===== config.mk =====
export PLATFORM = sky130hd
export DESIGN_NAME = ssdr_regs
export DESIGN_NICKNAME = d
export VERILOG_FILES = /design/src/hw/ssdr_regs.v
export VERILOG_INCLUDE_DIRS = /design/src /design/src/hw
export SDC_FILE = /design/constraint.sdc
export NUM_CORES = 1
export LEC_CHECK = 0
export BUFFER_PORTS_ARGS = -buffer_cell sky130_fd_sc_hd__buf_2
export CAP_MARGIN = 20
export CORE_UTILIZATION = 58
export CTS_CLUSTER_DIAMETER = 80
export DETAILED_ROUTE_END_ITERATION = 16
export PLACE_DENSITY = 0.94
export SLEW_MARGIN = 20
export SYNTH_ARGS = -nofsm -noshare
export SYNTH_HDL_FRONTEND = slang
export SYNTH_SLANG_ARGS = --single-unit

===== constraint.sdc =====
create_clock -name SYS_CLK_I -period 9.95 [get_ports SYS_CLK_I]
set_input_delay 0.4975 -clock SYS_CLK_I [delete_from_list [all_inputs] [get_ports SYS_CLK_I]]
set_output_delay 0.4975 -clock SYS_CLK_I [all_outputs]
set_load 0.05 [all_outputs]

===== src/hw/ssdr_consts.vh =====
`ifndef SSDR_CONSTS_VH
`define SSDR_CONSTS_VH

// Register offsets on the internal register port.
`define SSDR_CFG2_ADDR     8'h90
`define SSDR_REV_ADDR      8'h91
`define SSDR_ID_ADDR       8'h92
`define SSDR_STATUS_ADDR   8'h93
`define SSDR_CLR_LO_ADDR   8'h94
`define SSDR_CLR_HI_ADDR   8'h95
`define SSDR_RED_LO_ADDR   8'h96
`define SSDR_RED_HI_ADDR   8'h97
`define SSDR_GRN_LO_ADDR   8'h98
`define SSDR_GRN_HI_ADDR   8'h99
`define SSDR_BLU_LO_ADDR   8'h9a
`define SSDR_BLU_HI_ADDR   8'h9b
`define SSDR_PROX_ADDR     8'h9c
`define SSDR_NE_OFS_ADDR   8'h9d

// Status flag positions.
`define SSDR_CLR_SAT_BIT   7
`define SSDR_PG_SAT_BIT    6
`define SSDR_PROX_IRQ_BIT  5
`define SSDR_LIGHT_IRQ_BIT 4
`define SSDR_BURST_IRQ_BIT 3
`define SSDR_GEST_IRQ_BIT  2
`define SSDR_PROX_VALID_FLAG_BIT    1
`define SSDR_LIGHT_VALID_FLAG_BIT    0

// Configuration register two fields.
`define SSDR_PROX_SAT_IRQ_ENABLE_BIT     7
`define SSDR_CLEAR_SAT_IRQ_ENABLE_BIT    6
`define SSDR_CFG2_RST      8'h01

// Identification fields.
`define SSDR_ID_MSB        7
`define SSDR_ID_LSB        2
`define SSDR_VID_CORE      2'h0
`define SSDR_VID_1V8       2'h2
`define SSDR_REV_RSVD      5'h00
`define SSDR_SIGN_BIT      7

`endif


===== src/hw/ssdr_regs.v =====
`timescale 1ns/10ps
`include "ssdr_consts.vh"

// What this block does
// - Clear saturation flag sets on full range; clears on command or light disable.
// - Clear saturation flag interrupts only with its enable set.
// - Proximity/gesture saturation flag sticky until proximity clear or disable.
// - Proximity saturation flag interrupts only with its enable set.
// - Proximity interrupt flag drives interrupt only with proximity irq enable.
// - Light interrupt flag drives interrupt only while light engine enabled.
// - Burst flag mirrors its copy; interrupts only with burst enable.
// - Gesture flag sets on level above threshold or valid at mode fall.
// - Gesture flag clears only when the host has emptied the FIFO.
// - Proximity valid sets on cycle done; proximity data read clears it.
// - Light valid sets on cycle done; any colour data read restarts it.
// - Low byte read outside a locked set copies high byte into shadow read next.
// - Clear low byte read latches all eight colour bytes together.
// - Proximity result is an unsigned read-only byte.
// - North/east offset is sign/magnitude, -127 to +127.
// - North/east offset drives the NE correction output, converted to two's complement.
// - Identification register is read-only with fixed 6-bit code above.
// - Low identification bits report bus voltage: 00 core, 10 for 1.8 V.
// - Revision register gives die revision in three low bits.
// - Status register is read-only; writes do not touch flags.
// - Config two: bit 7 proximity, bit 6 clear saturation irq enable.
module ssdr_regs #(
  parameter [5:0] DEV_ID_CODE = 6'h2a, // Arbitrary identification value.
  parameter [2:0] DIE_REV     = 3'h1   // Arbitrary revision value.
) (
  input  wire        SYS_CLK_I,          // System clock, 250 MHz.
  input  wire        RST_N_I,            // Asynchronous reset, active low.
  input  wire [7:0]  REG_ADDR_I,         // Register address.
  input  wire        REG_RD_I,           // Read strobe, one cycle.
  input  wire        REG_WR_I,           // Write strobe, one cycle.
  input  wire [7:0]  REG_WDATA_I,        // Write data.
  output reg  [7:0]  REG_RDATA_O,        // Read data.
  output reg         REG_RVALID_O,       // Read data valid pulse.
  input  wire        BUS_1V8_I,          // Strap: bus runs at 1.8 V.
  input  wire        CLEAR_SAT_EVENT_I,  // Clear photodiode at full range.
  input  wire        PROX_SAT_EVENT_I,   // Analog saturation in prox cycle.
  input  wire        CLEAR_CHANNEL_IRQ_CLEAR_CMD_I, // Clear command pulse.
  input  wire        PROX_IRQ_CLEAR_CMD_I, // Proximity clear command pulse.
  input  wire        LIGHT_ENGINE_ENABLE_I, // Light engine enable.
  input  wire        PROX_ENGINE_ENABLE_I,  // Proximity engine enable.
  input  wire        PROX_IRQ_ENABLE_I,  // Proximity interrupt enable.
  input  wire        BURST_IRQ_ENABLE_I, // Burst interrupt enable.
  input  wire        GESTURE_IRQ_ENABLE_I, // Gesture interrupt enable.
  input  wire        PROX_IRQ_FLAG_I,    // Proximity threshold flag.
  input  wire        LIGHT_IRQ_FLAG_I,   // Light threshold flag.
  input  wire        BURST_IRQ_FLAG_COPY_I, // Burst flag held elsewhere.
  input  wire [5:0]  GESTURE_FIFO_LEVEL_I, // Gesture FIFO fill level.
  input  wire [5:0]  GESTURE_FIFO_THRESHOLD_I, // Gesture FIFO threshold.
  input  wire        GESTURE_VALID_FLAG_I, // Gesture data valid.
  input  wire        GESTURE_MODE_BIT_I, // Gesture mode active.
  input  wire        GESTURE_FIFO_EMPTIED_I, // Host read FIFO to empty.
  input  wire        PROX_CYCLE_DONE_I,  // Proximity cycle done pulse.
  input  wire        LIGHT_CYCLE_DONE_I, // Light cycle done pulse.
  input  wire [15:0] CLEAR_DATA_I,       // Live clear result.
  input  wire [15:0] RED_DATA_I,         // Live red result.
  input  wire [15:0] GREEN_DATA_I,       // Live green result.
  input  wire [15:0] BLUE_DATA_I,        // Live blue result.
  input  wire [7:0]  PROXIMITY_RESULT_I, // Live proximity result.
  output reg  [7:0]  NE_CORRECTION_O,    // Two's complement NE correction.
  output reg         INT_O               // Interrupt, active high.
);

  // Sign/magnitude to two's complement; negative zero maps to zero. The
  // magnitude never exceeds seven bits, so the negation cannot overflow
  // and the result stays inside -127 to +127.
  function [7:0] sm_to_tc;
    input [7:0] sm;
    begin
      if (sm[`SSDR_SIGN_BIT]) begin
        sm_to_tc = 8'h00 - {1'b0, sm[6:0]};
      end else begin
        sm_to_tc = {1'b0, sm[6:0]};
      end
    end
  endfunction

  // Colour channel index of an address inside the result block. Only the
  // pair index matters, so the low address bit is dropped; outside the
  // block the index means nothing and every user gates it first.
  function [1:0] chan_of;
    input [7:0] a;
    reg   [7:0] d;
    begin
      d = a - `SSDR_CLR_LO_ADDR;
      chan_of = d[2:1];
    end
  endfunction

  // True for any colour result address, low or high byte; the block is
  // contiguous, so two compares cover it.
  function in_colour;
    input [7:0] a;
    begin
      in_colour = (a >= `SSDR_CLR_LO_ADDR) && (a <= `SSDR_BLU_HI_ADDR);
    end
  endfunction

  // Stored state: reset retiming, flags, configuration and colour snapshot.
  reg        rst_meta;
  reg        rst_n;
  reg        strap_done;
  reg        bus_1v8;
  reg        clear_sat_flag;
  reg        prox_gest_sat_flag;
  reg        gesture_irq_flag;
  reg        prox_valid_flag;
  reg        light_valid_flag;
  reg        mode_prev;
  reg        set_locked;
  reg [7:0]  cfg2;
  reg [7:0]  north_east_offset;
  reg [63:0] snap;
  reg [7:0]  next_rdata;
  // Decoded strobes and combinational images.
  wire       rd_clr_lo;
  wire       rd_colour;
  wire       rd_lo;
  wire       rd_prox;
  wire [1:0] rd_chan;
  wire [63:0] live;
  wire [7:0] status;
  wire       gest_set;
  wire       irq_any;

  // Reset release through two flip-flops; only the second is used. Entry
  // into reset is immediate, but the exit is retimed so that no flop sees
  // its reset end close to a clock edge.
  always @(posedge SYS_CLK_I or negedge RST_N_I) begin
    if (!RST_N_I) begin
      rst_meta <= 1'b0;
      rst_n    <= 1'b0;
    end else begin
      rst_meta <= 1'b1;
      rst_n    <= rst_meta;
    end
  end

  // Live results packed clear, red, green, blue from the low end, so that
  // a channel index times sixteen selects the low byte of that channel.
  assign live = {BLUE_DATA_I, GREEN_DATA_I, RED_DATA_I, CLEAR_DATA_I};

  // Read decodes. Each strobe lasts one cycle, so every side effect of a
  // read, such as a flag restart or a snapshot capture, happens once.
  assign rd_colour = REG_RD_I && in_colour(REG_ADDR_I);
  assign rd_lo     = rd_colour && !REG_ADDR_I[0];
  assign rd_clr_lo = REG_RD_I && (REG_ADDR_I == `SSDR_CLR_LO_ADDR);
  assign rd_prox   = REG_RD_I && (REG_ADDR_I == `SSDR_PROX_ADDR);
  assign rd_chan   = chan_of(REG_ADDR_I);

  // Gesture flag sources: level over threshold, or valid as mode falls.
  // Level and threshold are compared as unsigned counts.
  assign gest_set = (GESTURE_FIFO_LEVEL_I > GESTURE_FIFO_THRESHOLD_I) ||
                    (GESTURE_VALID_FLAG_I && mode_prev && !GESTURE_MODE_BIT_I);

  // Status image; threshold and burst flags are mirrored from their owners.
  // Mirroring means the host always sees their present state, and clearing
  // them stays with the unit that raised them.
  assign status = {clear_sat_flag,
                   prox_gest_sat_flag,
                   PROX_IRQ_FLAG_I,
                   LIGHT_IRQ_FLAG_I,
                   BURST_IRQ_FLAG_COPY_I,
                   gesture_irq_flag,
                   prox_valid_flag,
                   light_valid_flag};

  // Each flag except the two valid flags reaches the interrupt only through its own enable. The
  // enables gate only the interrupt, never the flag, so the host can still
  // poll a masked condition in the status register.
  assign irq_any =
    (status[`SSDR_CLR_SAT_BIT] && cfg2[`SSDR_CLEAR_SAT_IRQ_ENABLE_BIT]) ||
    (status[`SSDR_PG_SAT_BIT] && cfg2[`SSDR_PROX_SAT_IRQ_ENABLE_BIT]) ||
    (status[`SSDR_PROX_IRQ_BIT] && PROX_IRQ_ENABLE_I) ||
    (status[`SSDR_LIGHT_IRQ_BIT] && LIGHT_ENGINE_ENABLE_I) ||
    (status[`SSDR_BURST_IRQ_BIT] && BURST_IRQ_ENABLE_I) ||
    (status[`SSDR_GEST_IRQ_BIT] && GESTURE_IRQ_ENABLE_I);

  // The bus voltage strap is caught on the first clock after reset release,
  // because an asynchronous reset may only load constants.
  // A later change of the strap is ignored until the next reset.
  always @(posedge SYS_CLK_I or negedge rst_n) begin
    if (!rst_n) begin
      strap_done <= 1'b0;
      bus_1v8    <= 1'b0;
    end else if (!strap_done) begin
      strap_done <= 1'b1;
      bus_1v8    <= BUS_1V8_I;
    end
  end

  // Saturation flags: an event in the clear cycle wins over the command,
  // but disabling the engine always clears since no event can follow.
  // A held event keeps its flag set for as long as it lasts.
  always @(posedge SYS_CLK_I or negedge rst_n) begin
    if (!rst_n) begin
      clear_sat_flag     <= 1'b0;
      prox_gest_sat_flag <= 1'b0;
    end else begin
      if (!LIGHT_ENGINE_ENABLE_I) begin
        clear_sat_flag <= 1'b0;
      end else if (CLEAR_SAT_EVENT_I) begin
        clear_sat_flag <= 1'b1;
      end else if (CLEAR_CHANNEL_IRQ_CLEAR_CMD_I) begin
        clear_sat_flag <= 1'b0;
      end
      // The proximity/gesture saturation flag follows the same scheme.
      if (!PROX_ENGINE_ENABLE_I) begin
        prox_gest_sat_flag <= 1'b0;
      end else if (PROX_SAT_EVENT_I) begin
        prox_gest_sat_flag <= 1'b1;
      end else if (PROX_IRQ_CLEAR_CMD_I) begin
        prox_gest_sat_flag <= 1'b0;
      end
    end
  end

  // Gesture flag: set wins over the FIFO-emptied clear. A new crossing in
  // the very cycle the host drains the FIFO must not be lost, or the host
  // would wait for an interrupt that never comes. The mode copy resets
  // low, so a reset taken with the mode high gives no false fall.
  always @(posedge SYS_CLK_I or negedge rst_n) begin
    if (!rst_n) begin
      gesture_irq_flag <= 1'b0;
      mode_prev        <= 1'b0;
    end else begin
      mode_prev <= GESTURE_MODE_BIT_I;
      if (gest_set) begin
        gesture_irq_flag <= 1'b1;
      end else if (GESTURE_FIFO_EMPTIED_I) begin
        gesture_irq_flag <= 1'b0;
      end
    end
  end

  // Valid flags: a cycle completing in the read cycle keeps the flag set,
  // so no result is reported as stale when it is in fact fresh.
  // Disabling an engine drops its valid flag, so a re-enable starts fresh.
  always @(posedge SYS_CLK_I or negedge rst_n) begin
    if (!rst_n) begin
      prox_valid_flag  <= 1'b0;
      light_valid_flag <= 1'b0;
    end else begin
      if (!PROX_ENGINE_ENABLE_I) begin
        prox_valid_flag <= 1'b0;
      end else if (PROX_CYCLE_DONE_I) begin
        prox_valid_flag <= 1'b1;
      end else if (rd_prox) begin
        prox_valid_flag <= 1'b0;
      end
      if (!LIGHT_ENGINE_ENABLE_I) begin
        light_valid_flag <= 1'b0;
      end else if (LIGHT_CYCLE_DONE_I) begin
        light_valid_flag <= 1'b1;
      end else if (rd_colour) begin
        light_valid_flag <= 1'b0;
      end
    end
  end

  // Writable registers; every other address ignores writes. Read-only
  // registers have no write path at all, so a stray write cannot disturb
  // a flag or a result.
  always @(posedge SYS_CLK_I or negedge rst_n) begin
    if (!rst_n) begin
      cfg2              <= `SSDR_CFG2_RST;
      north_east_offset <= 8'h00;
    end else if (REG_WR_I) begin
      case (REG_ADDR_I)
        `SSDR_CFG2_ADDR: begin
          cfg2 <= REG_WDATA_I;
        end
        `SSDR_NE_OFS_ADDR: begin
          north_east_offset <= REG_WDATA_I;
        end
        default: begin
          // Writes to any other address, read-only ones included, do nothing.
          cfg2 <= cfg2;
        end
      endcase
    end
  end

  // Colour snapshot. A clear low read freezes all four channels and locks
  // the set until the blue high byte is read; outside a locked set a low
  // read captures only its own high byte. The host must keep the pair
  // order, since a stray high read returns whatever was last captured.
  // The lock costs one flop; the price is that an abandoned set stays
  // frozen until the blue high byte or a new clear low byte is read.
  always @(posedge SYS_CLK_I or negedge rst_n) begin
    if (!rst_n) begin
      snap       <= 64'h0000000000000000;
      set_locked <= 1'b0;
    end else begin
      if (rd_clr_lo) begin
        snap       <= live;
        set_locked <= 1'b1;
      end else if (rd_lo && !set_locked) begin
        snap[rd_chan*16+8 +: 8] <= live[rd_chan*16+8 +: 8];
      end else if (REG_RD_I && REG_ADDR_I == `SSDR_BLU_HI_ADDR) begin
        // The blue high byte ends a coherent set.
        set_locked <= 1'b0;
      end
    end
  end

  // Read multiplexer. It decodes the address alone and is loaded into the
  // output register only on a read strobe, so the address may move freely
  // between accesses. Unmapped addresses read as zero.
  always @* begin
    next_rdata = 8'h00;
    case (REG_ADDR_I)
      `SSDR_CFG2_ADDR: begin
        next_rdata = cfg2;
      end
      `SSDR_REV_ADDR: begin
        next_rdata = {`SSDR_REV_RSVD, DIE_REV};
      end
      `SSDR_ID_ADDR: begin
        next_rdata = {DEV_ID_CODE, bus_1v8 ? `SSDR_VID_1V8 : `SSDR_VID_CORE};
      end
      `SSDR_STATUS_ADDR: begin
        next_rdata = status;
      end
      `SSDR_CLR_LO_ADDR: begin
        next_rdata = CLEAR_DATA_I[7:0];
      end
      `SSDR_PROX_ADDR: begin
        next_rdata = PROXIMITY_RESULT_I;
      end
      `SSDR_NE_OFS_ADDR: begin
        next_rdata = north_east_offset;
      end
      default: begin
        // High bytes and locked low bytes come from the snapshot.
        if (in_colour(REG_ADDR_I)) begin
          if (REG_ADDR_I[0] || set_locked) begin
            next_rdata = snap[rd_chan*16 + (REG_ADDR_I[0] ? 8 : 0) +: 8];
          end else begin
            next_rdata = live[rd_chan*16 +: 8];
          end
        end
      end
    endcase
  end

  // Registered outputs. Read data holds until the next read, while the
  // valid pulse lasts one cycle; the host must take the data with it.
  // The correction and the interrupt lag their causes by one cycle, and
  // all outputs clear together on reset so the interrupt cannot glitch.
  always @(posedge SYS_CLK_I or negedge rst_n) begin
    if (!rst_n) begin
      REG_RDATA_O     <= 8'h00;
      REG_RVALID_O    <= 1'b0;
      NE_CORRECTION_O <= 8'h00;
      INT_O           <= 1'b0;
    end else begin
      REG_RVALID_O    <= REG_RD_I;
      if (REG_RD_I) begin
        REG_RDATA_O <= next_rdata;
      end
      NE_CORRECTION_O <= sm_to_tc(north_east_offset);
      INT_O           <= irq_any;
    end
  end

endmodule


==> impl_metrics.py <==
metrics = {
    "timing": {
        "fin_setup_tns_ns": 0,
        "finalSetupViolCount": 0,
        "skew_ns": 0.0122,
        "timing.final.crit_share": 0.278,
        "timing.fmax_mhz": 362,
        "rsz0062_at_grt": "no",
        "fin_crit_ns": 2.76,
        "relSlewSlack": 0.331,
        "timing.final.hold_violations": 0,
        "slew_violations": 0,
        "worstMarginPinSlew_ns": 1.00,
    },
    "layout": {
        "utilization": 0.690,
        "area_growth_pct": 15.6,
        "final_cells": 838,
        "diodes": 0,
        "nets": 829,
        "drive_gt1_frac": 0.312,
    },
    "global_routing": {
        "grt_pass1_wl_mm": 25.1,
        "grt_pass1_vias": 5142,
        "gr-total-overflow": 0,
        "grt_max_degree": 72,
        "antenna_found_initial": 0,
        "grt_usage": 0.319,
    },
    "synth": {
        "yosys-top-cells-area": "dfrtp_1 (47%), nand2_1 (10%), mux2_2 (7.8%)",
        "ys_ff_latch": 109,
        "ys_warn_count": 0,
        "ys_types": 54,
        "yosysSeqAreaShare": 0.470,
        "synth_edf_count": 0,
        "synthArstFlopShare": 1.00,
        "synth_cells": 578,
        "syn_area_per_cell_um2": 10.1,
        "synth_top_area_frac": 0.465,
        "synth_top_cell_by_area": "dfrtp_1",
        "ys_dominant_reg_cell": "dfrtp_1",
        "synth.cell_area_mm2": 0.00581,
    },
    "place": {
        "routabilityCongestion": 0.911,
        "portBuffers": 139,
        "dp.cells": 821,
        "hpwl_mm": 11.1,
    },
    "power_and_ir_drop": {
        "p_comb_frac": 0.176,
        "sequentialPowerShare": 0.550,
        "p_switching_mw": 0.264,
        "irDropWorstVdd_mv": 0.0906,
        "p_per_area_mw_per_mm2": 133,
        "p_clk_frac": 0.274,
        "intPower_mw": 0.630,
        "p_sw_frac": 0.295,
        "leakage_nw": 3.42,
    },
    "worst_setup_path": {
        "arrival_ns": 3.03,
        "worstSetupPathType": "in -> reg",
        "path_max_fanout": 41,
        "startpoint": "REG_ADDR_I[0]",
        "reg2reg_depth": 4,
        "regToRegEndpoint": "snap[41]",
        "cp-end-kind": "flip-flop",
        "cp.required_ns": 10.22,
        "start_kind": "input pin",
        "r2r_setup_slack_ns": 7.66,
        "worstReg2RegStart": "set_locked",
    },
    "hold_path": {
        "hold_class": "in -> reg",
        "hold_end": "mode_prev",
        "min-delay-start": "GESTURE_MODE_BIT_I",
        "hold_path_depth": 1,
    },
    "die": {
        "initial_core_util": 0.597,
        "row_count": 36,
        "die_w_um": 102,
        "die_y_um": 102,
        "die_area_mm2": 0.0104,
        "ios": 140,
        "core_area_mm2": 0.00973,
    },
    "clock_network": {
        "clk_pin_slew_ns": 0.10,
        "clock_sinks": 109,
        "ctsLongestPathBuffers": 2,
        "cts_buffers": 9,
        "h-tree-depth": 3,
        "cts_resized": 0,
        "clock_tree.root_cell": "clkbuf_8",
        "cts_tree": "done",
        "worstSkewPairLatency_ns": 0.38,
    },
    "route": {
        "wl_met2_mm": 7.71,
        "dr.pass1.iters": 5,
        "top_layer_used": "met4",
        "num_vias": 5167,
        "avgRoutedWirePerCell_um": 18.7,
        "met1Wirelength_mm": 5.93,
        "wl_mm": 15.6,
        "dr.first_iter.drc_count": 543,
        "dr_wl_met3_mm": 1.22,
        "ant_nets": 0,
        "drc": 0,
        "routed_via_density": 6.17,
    },
    "run": {
        "drv_cap": 0,
    },
    "outcome": {
        "status": "complete, no violations",
    },
}
-- power groups by stage --
stage	Sequential (mW)	Clock [mW]	Combinational (mW)
after floorplan	0.513	0	0.0809
after global placement	0.499	0	0.147
after detailed placement	0.501	0	0.153
after CTS	0.492	0.245	0.156
after global routing	0.496	0.262	0.171
final	0.493	0.245	0.157
-- final cells by class --
class / instances / area, um^2
fillers: 713 / 3020
multi-input cells: 424 / 2860
flip-flops and latches: 109 / 2730
repair buffers: 145 / 743
well taps: 133 / 166
clock buffers: 11 / 131
inverters: 11 / 41.3
clock inverters: 5 / 36.3
-- how the worst max path moves through the flow --
stage	slack, ns	to	cells past startpoint
finish	7.19	snap[41]	5
CTS	7.24	snap[60]	5
floorplan	6.69	INT_O	0
global placement	6.99	snap[41]	5
detailed placement	6.84	snap[60]	5
global route	7.01	snap[41]	5
-- through the flow --
stage	total power, mW	instance area (um^2)	hold WS (ns)	setup WS, ns
finish	0.895	6710	0.247	7.19
global route	0.928	6710	0.241	7.01
CTS	0.893	6710	0.237	7.24
detailed placement	0.654	6540	0.291	6.84
global placement	0.646	6540	0.282	6.99
floorplan	0.594	5810	0.202	6.69
-- layer usage --
layer,track usage,vias up
li1,-,2275
met1,0.414,2478
met2,0.520,339
met3,0.0376,75
met4,0.189,0
met5,0,-
-- cell families after synthesis --
family,synth area share
DFF,0.470
muxes,0.179
other,0.000646
and+or+nand+nor,0.171
buffers and inverters,0.0381
AOI/OAI and AO/OA,0.117
adders and majority gates,0.0151
xor gates and xnor gates,0.00905
-- cell usage in the layout (no fill, tap or decap), types with 3 or more instances in the layout --
cell	Yosys	final
nor2_1	15	15
or3_1	5	5
mux2_1	4	4
buf_2	12	139
o211ai_1	5	5
mux2i_1	23	23
a211oi_1	3	3
xnor2_1	6	6
a31oi_1	3	3
clkbuf_8	0	9
a41oi_1	3	3
a22oi_1	12	12
inv_1	10	10
o21ai_1	3	3
and2_1	4	4
o221ai_1	4	4
nor2b_1	9	9
mux4_2	14	14
ha_1	7	7
o21ai_0	28	28
dfrtp_1	108	107
nand3_1	6	6
buf_4	9	5
nand2_1	158	158
o22ai_1	8	8
nand2b_1	10	10
a21oi_1	22	22
o21a_1	3	3
mux2_2	40	40
-- synth_stat cells, types with 2 or more instances --
master	n
o21ai_0	28
o21ai_1	3
clkbuf_1	14
or3_1	5
nor3b_4	2
o32ai_1	2
a31oi_1	3
a41oi_1	3
a22oi_1	12
inv_1	10
o21a_1	3
xnor2_1	6
mux2i_1	23
o211ai_1	5
o31ai_1	2
mux4_2	14
and2_1	4
mux2_1	4
o221ai_1	4
buf_4	9
a21oi_1	22
nand2b_1	10
nor4_1	2
mux2_2	40
dfrtp_1	108
a22o_1	2
nand2_1	158
ha_1	7
o22ai_1	8
nor2_1	15
nor2b_1	9
a211oi_1	3
nand3_1	6
buf_2	12
-- registers in the layout, indices dropped and copies added, names as in the netlist --
name / count
REG_RVALID_O: 1
set_locked: 1
north_east_offset: 8
snap: 64
strap_done: 1
INT_O: 1
NE_CORRECTION_O: 8
light_valid_flag: 1
prox_valid_flag: 1
rst_n: 1
gesture_irq_flag: 1
mode_prev: 1
cfg2: 8
REG_RDATA_O: 8
bus_1v8: 1
rst_meta: 1
clear_sat_flag: 1
prox_gest_sat_flag: 1
-- what timing repair did --
| action | 4_1_cts | 5_1_grt |
|---|---|---|
| endpoints found under the hold margin | 2 | 0 |
| setup buffers | 0 | 0 |
| hold buffers | 1 | 0 |
-- critical path, stage by stage --
cell and delay (ns):
buf_2 0.74, or2_1 0.45, nor4_1 0.11, o21ai_1 0.79, mux2_2 0.42
No activity file was read; power rests on OpenSTA's default activity.
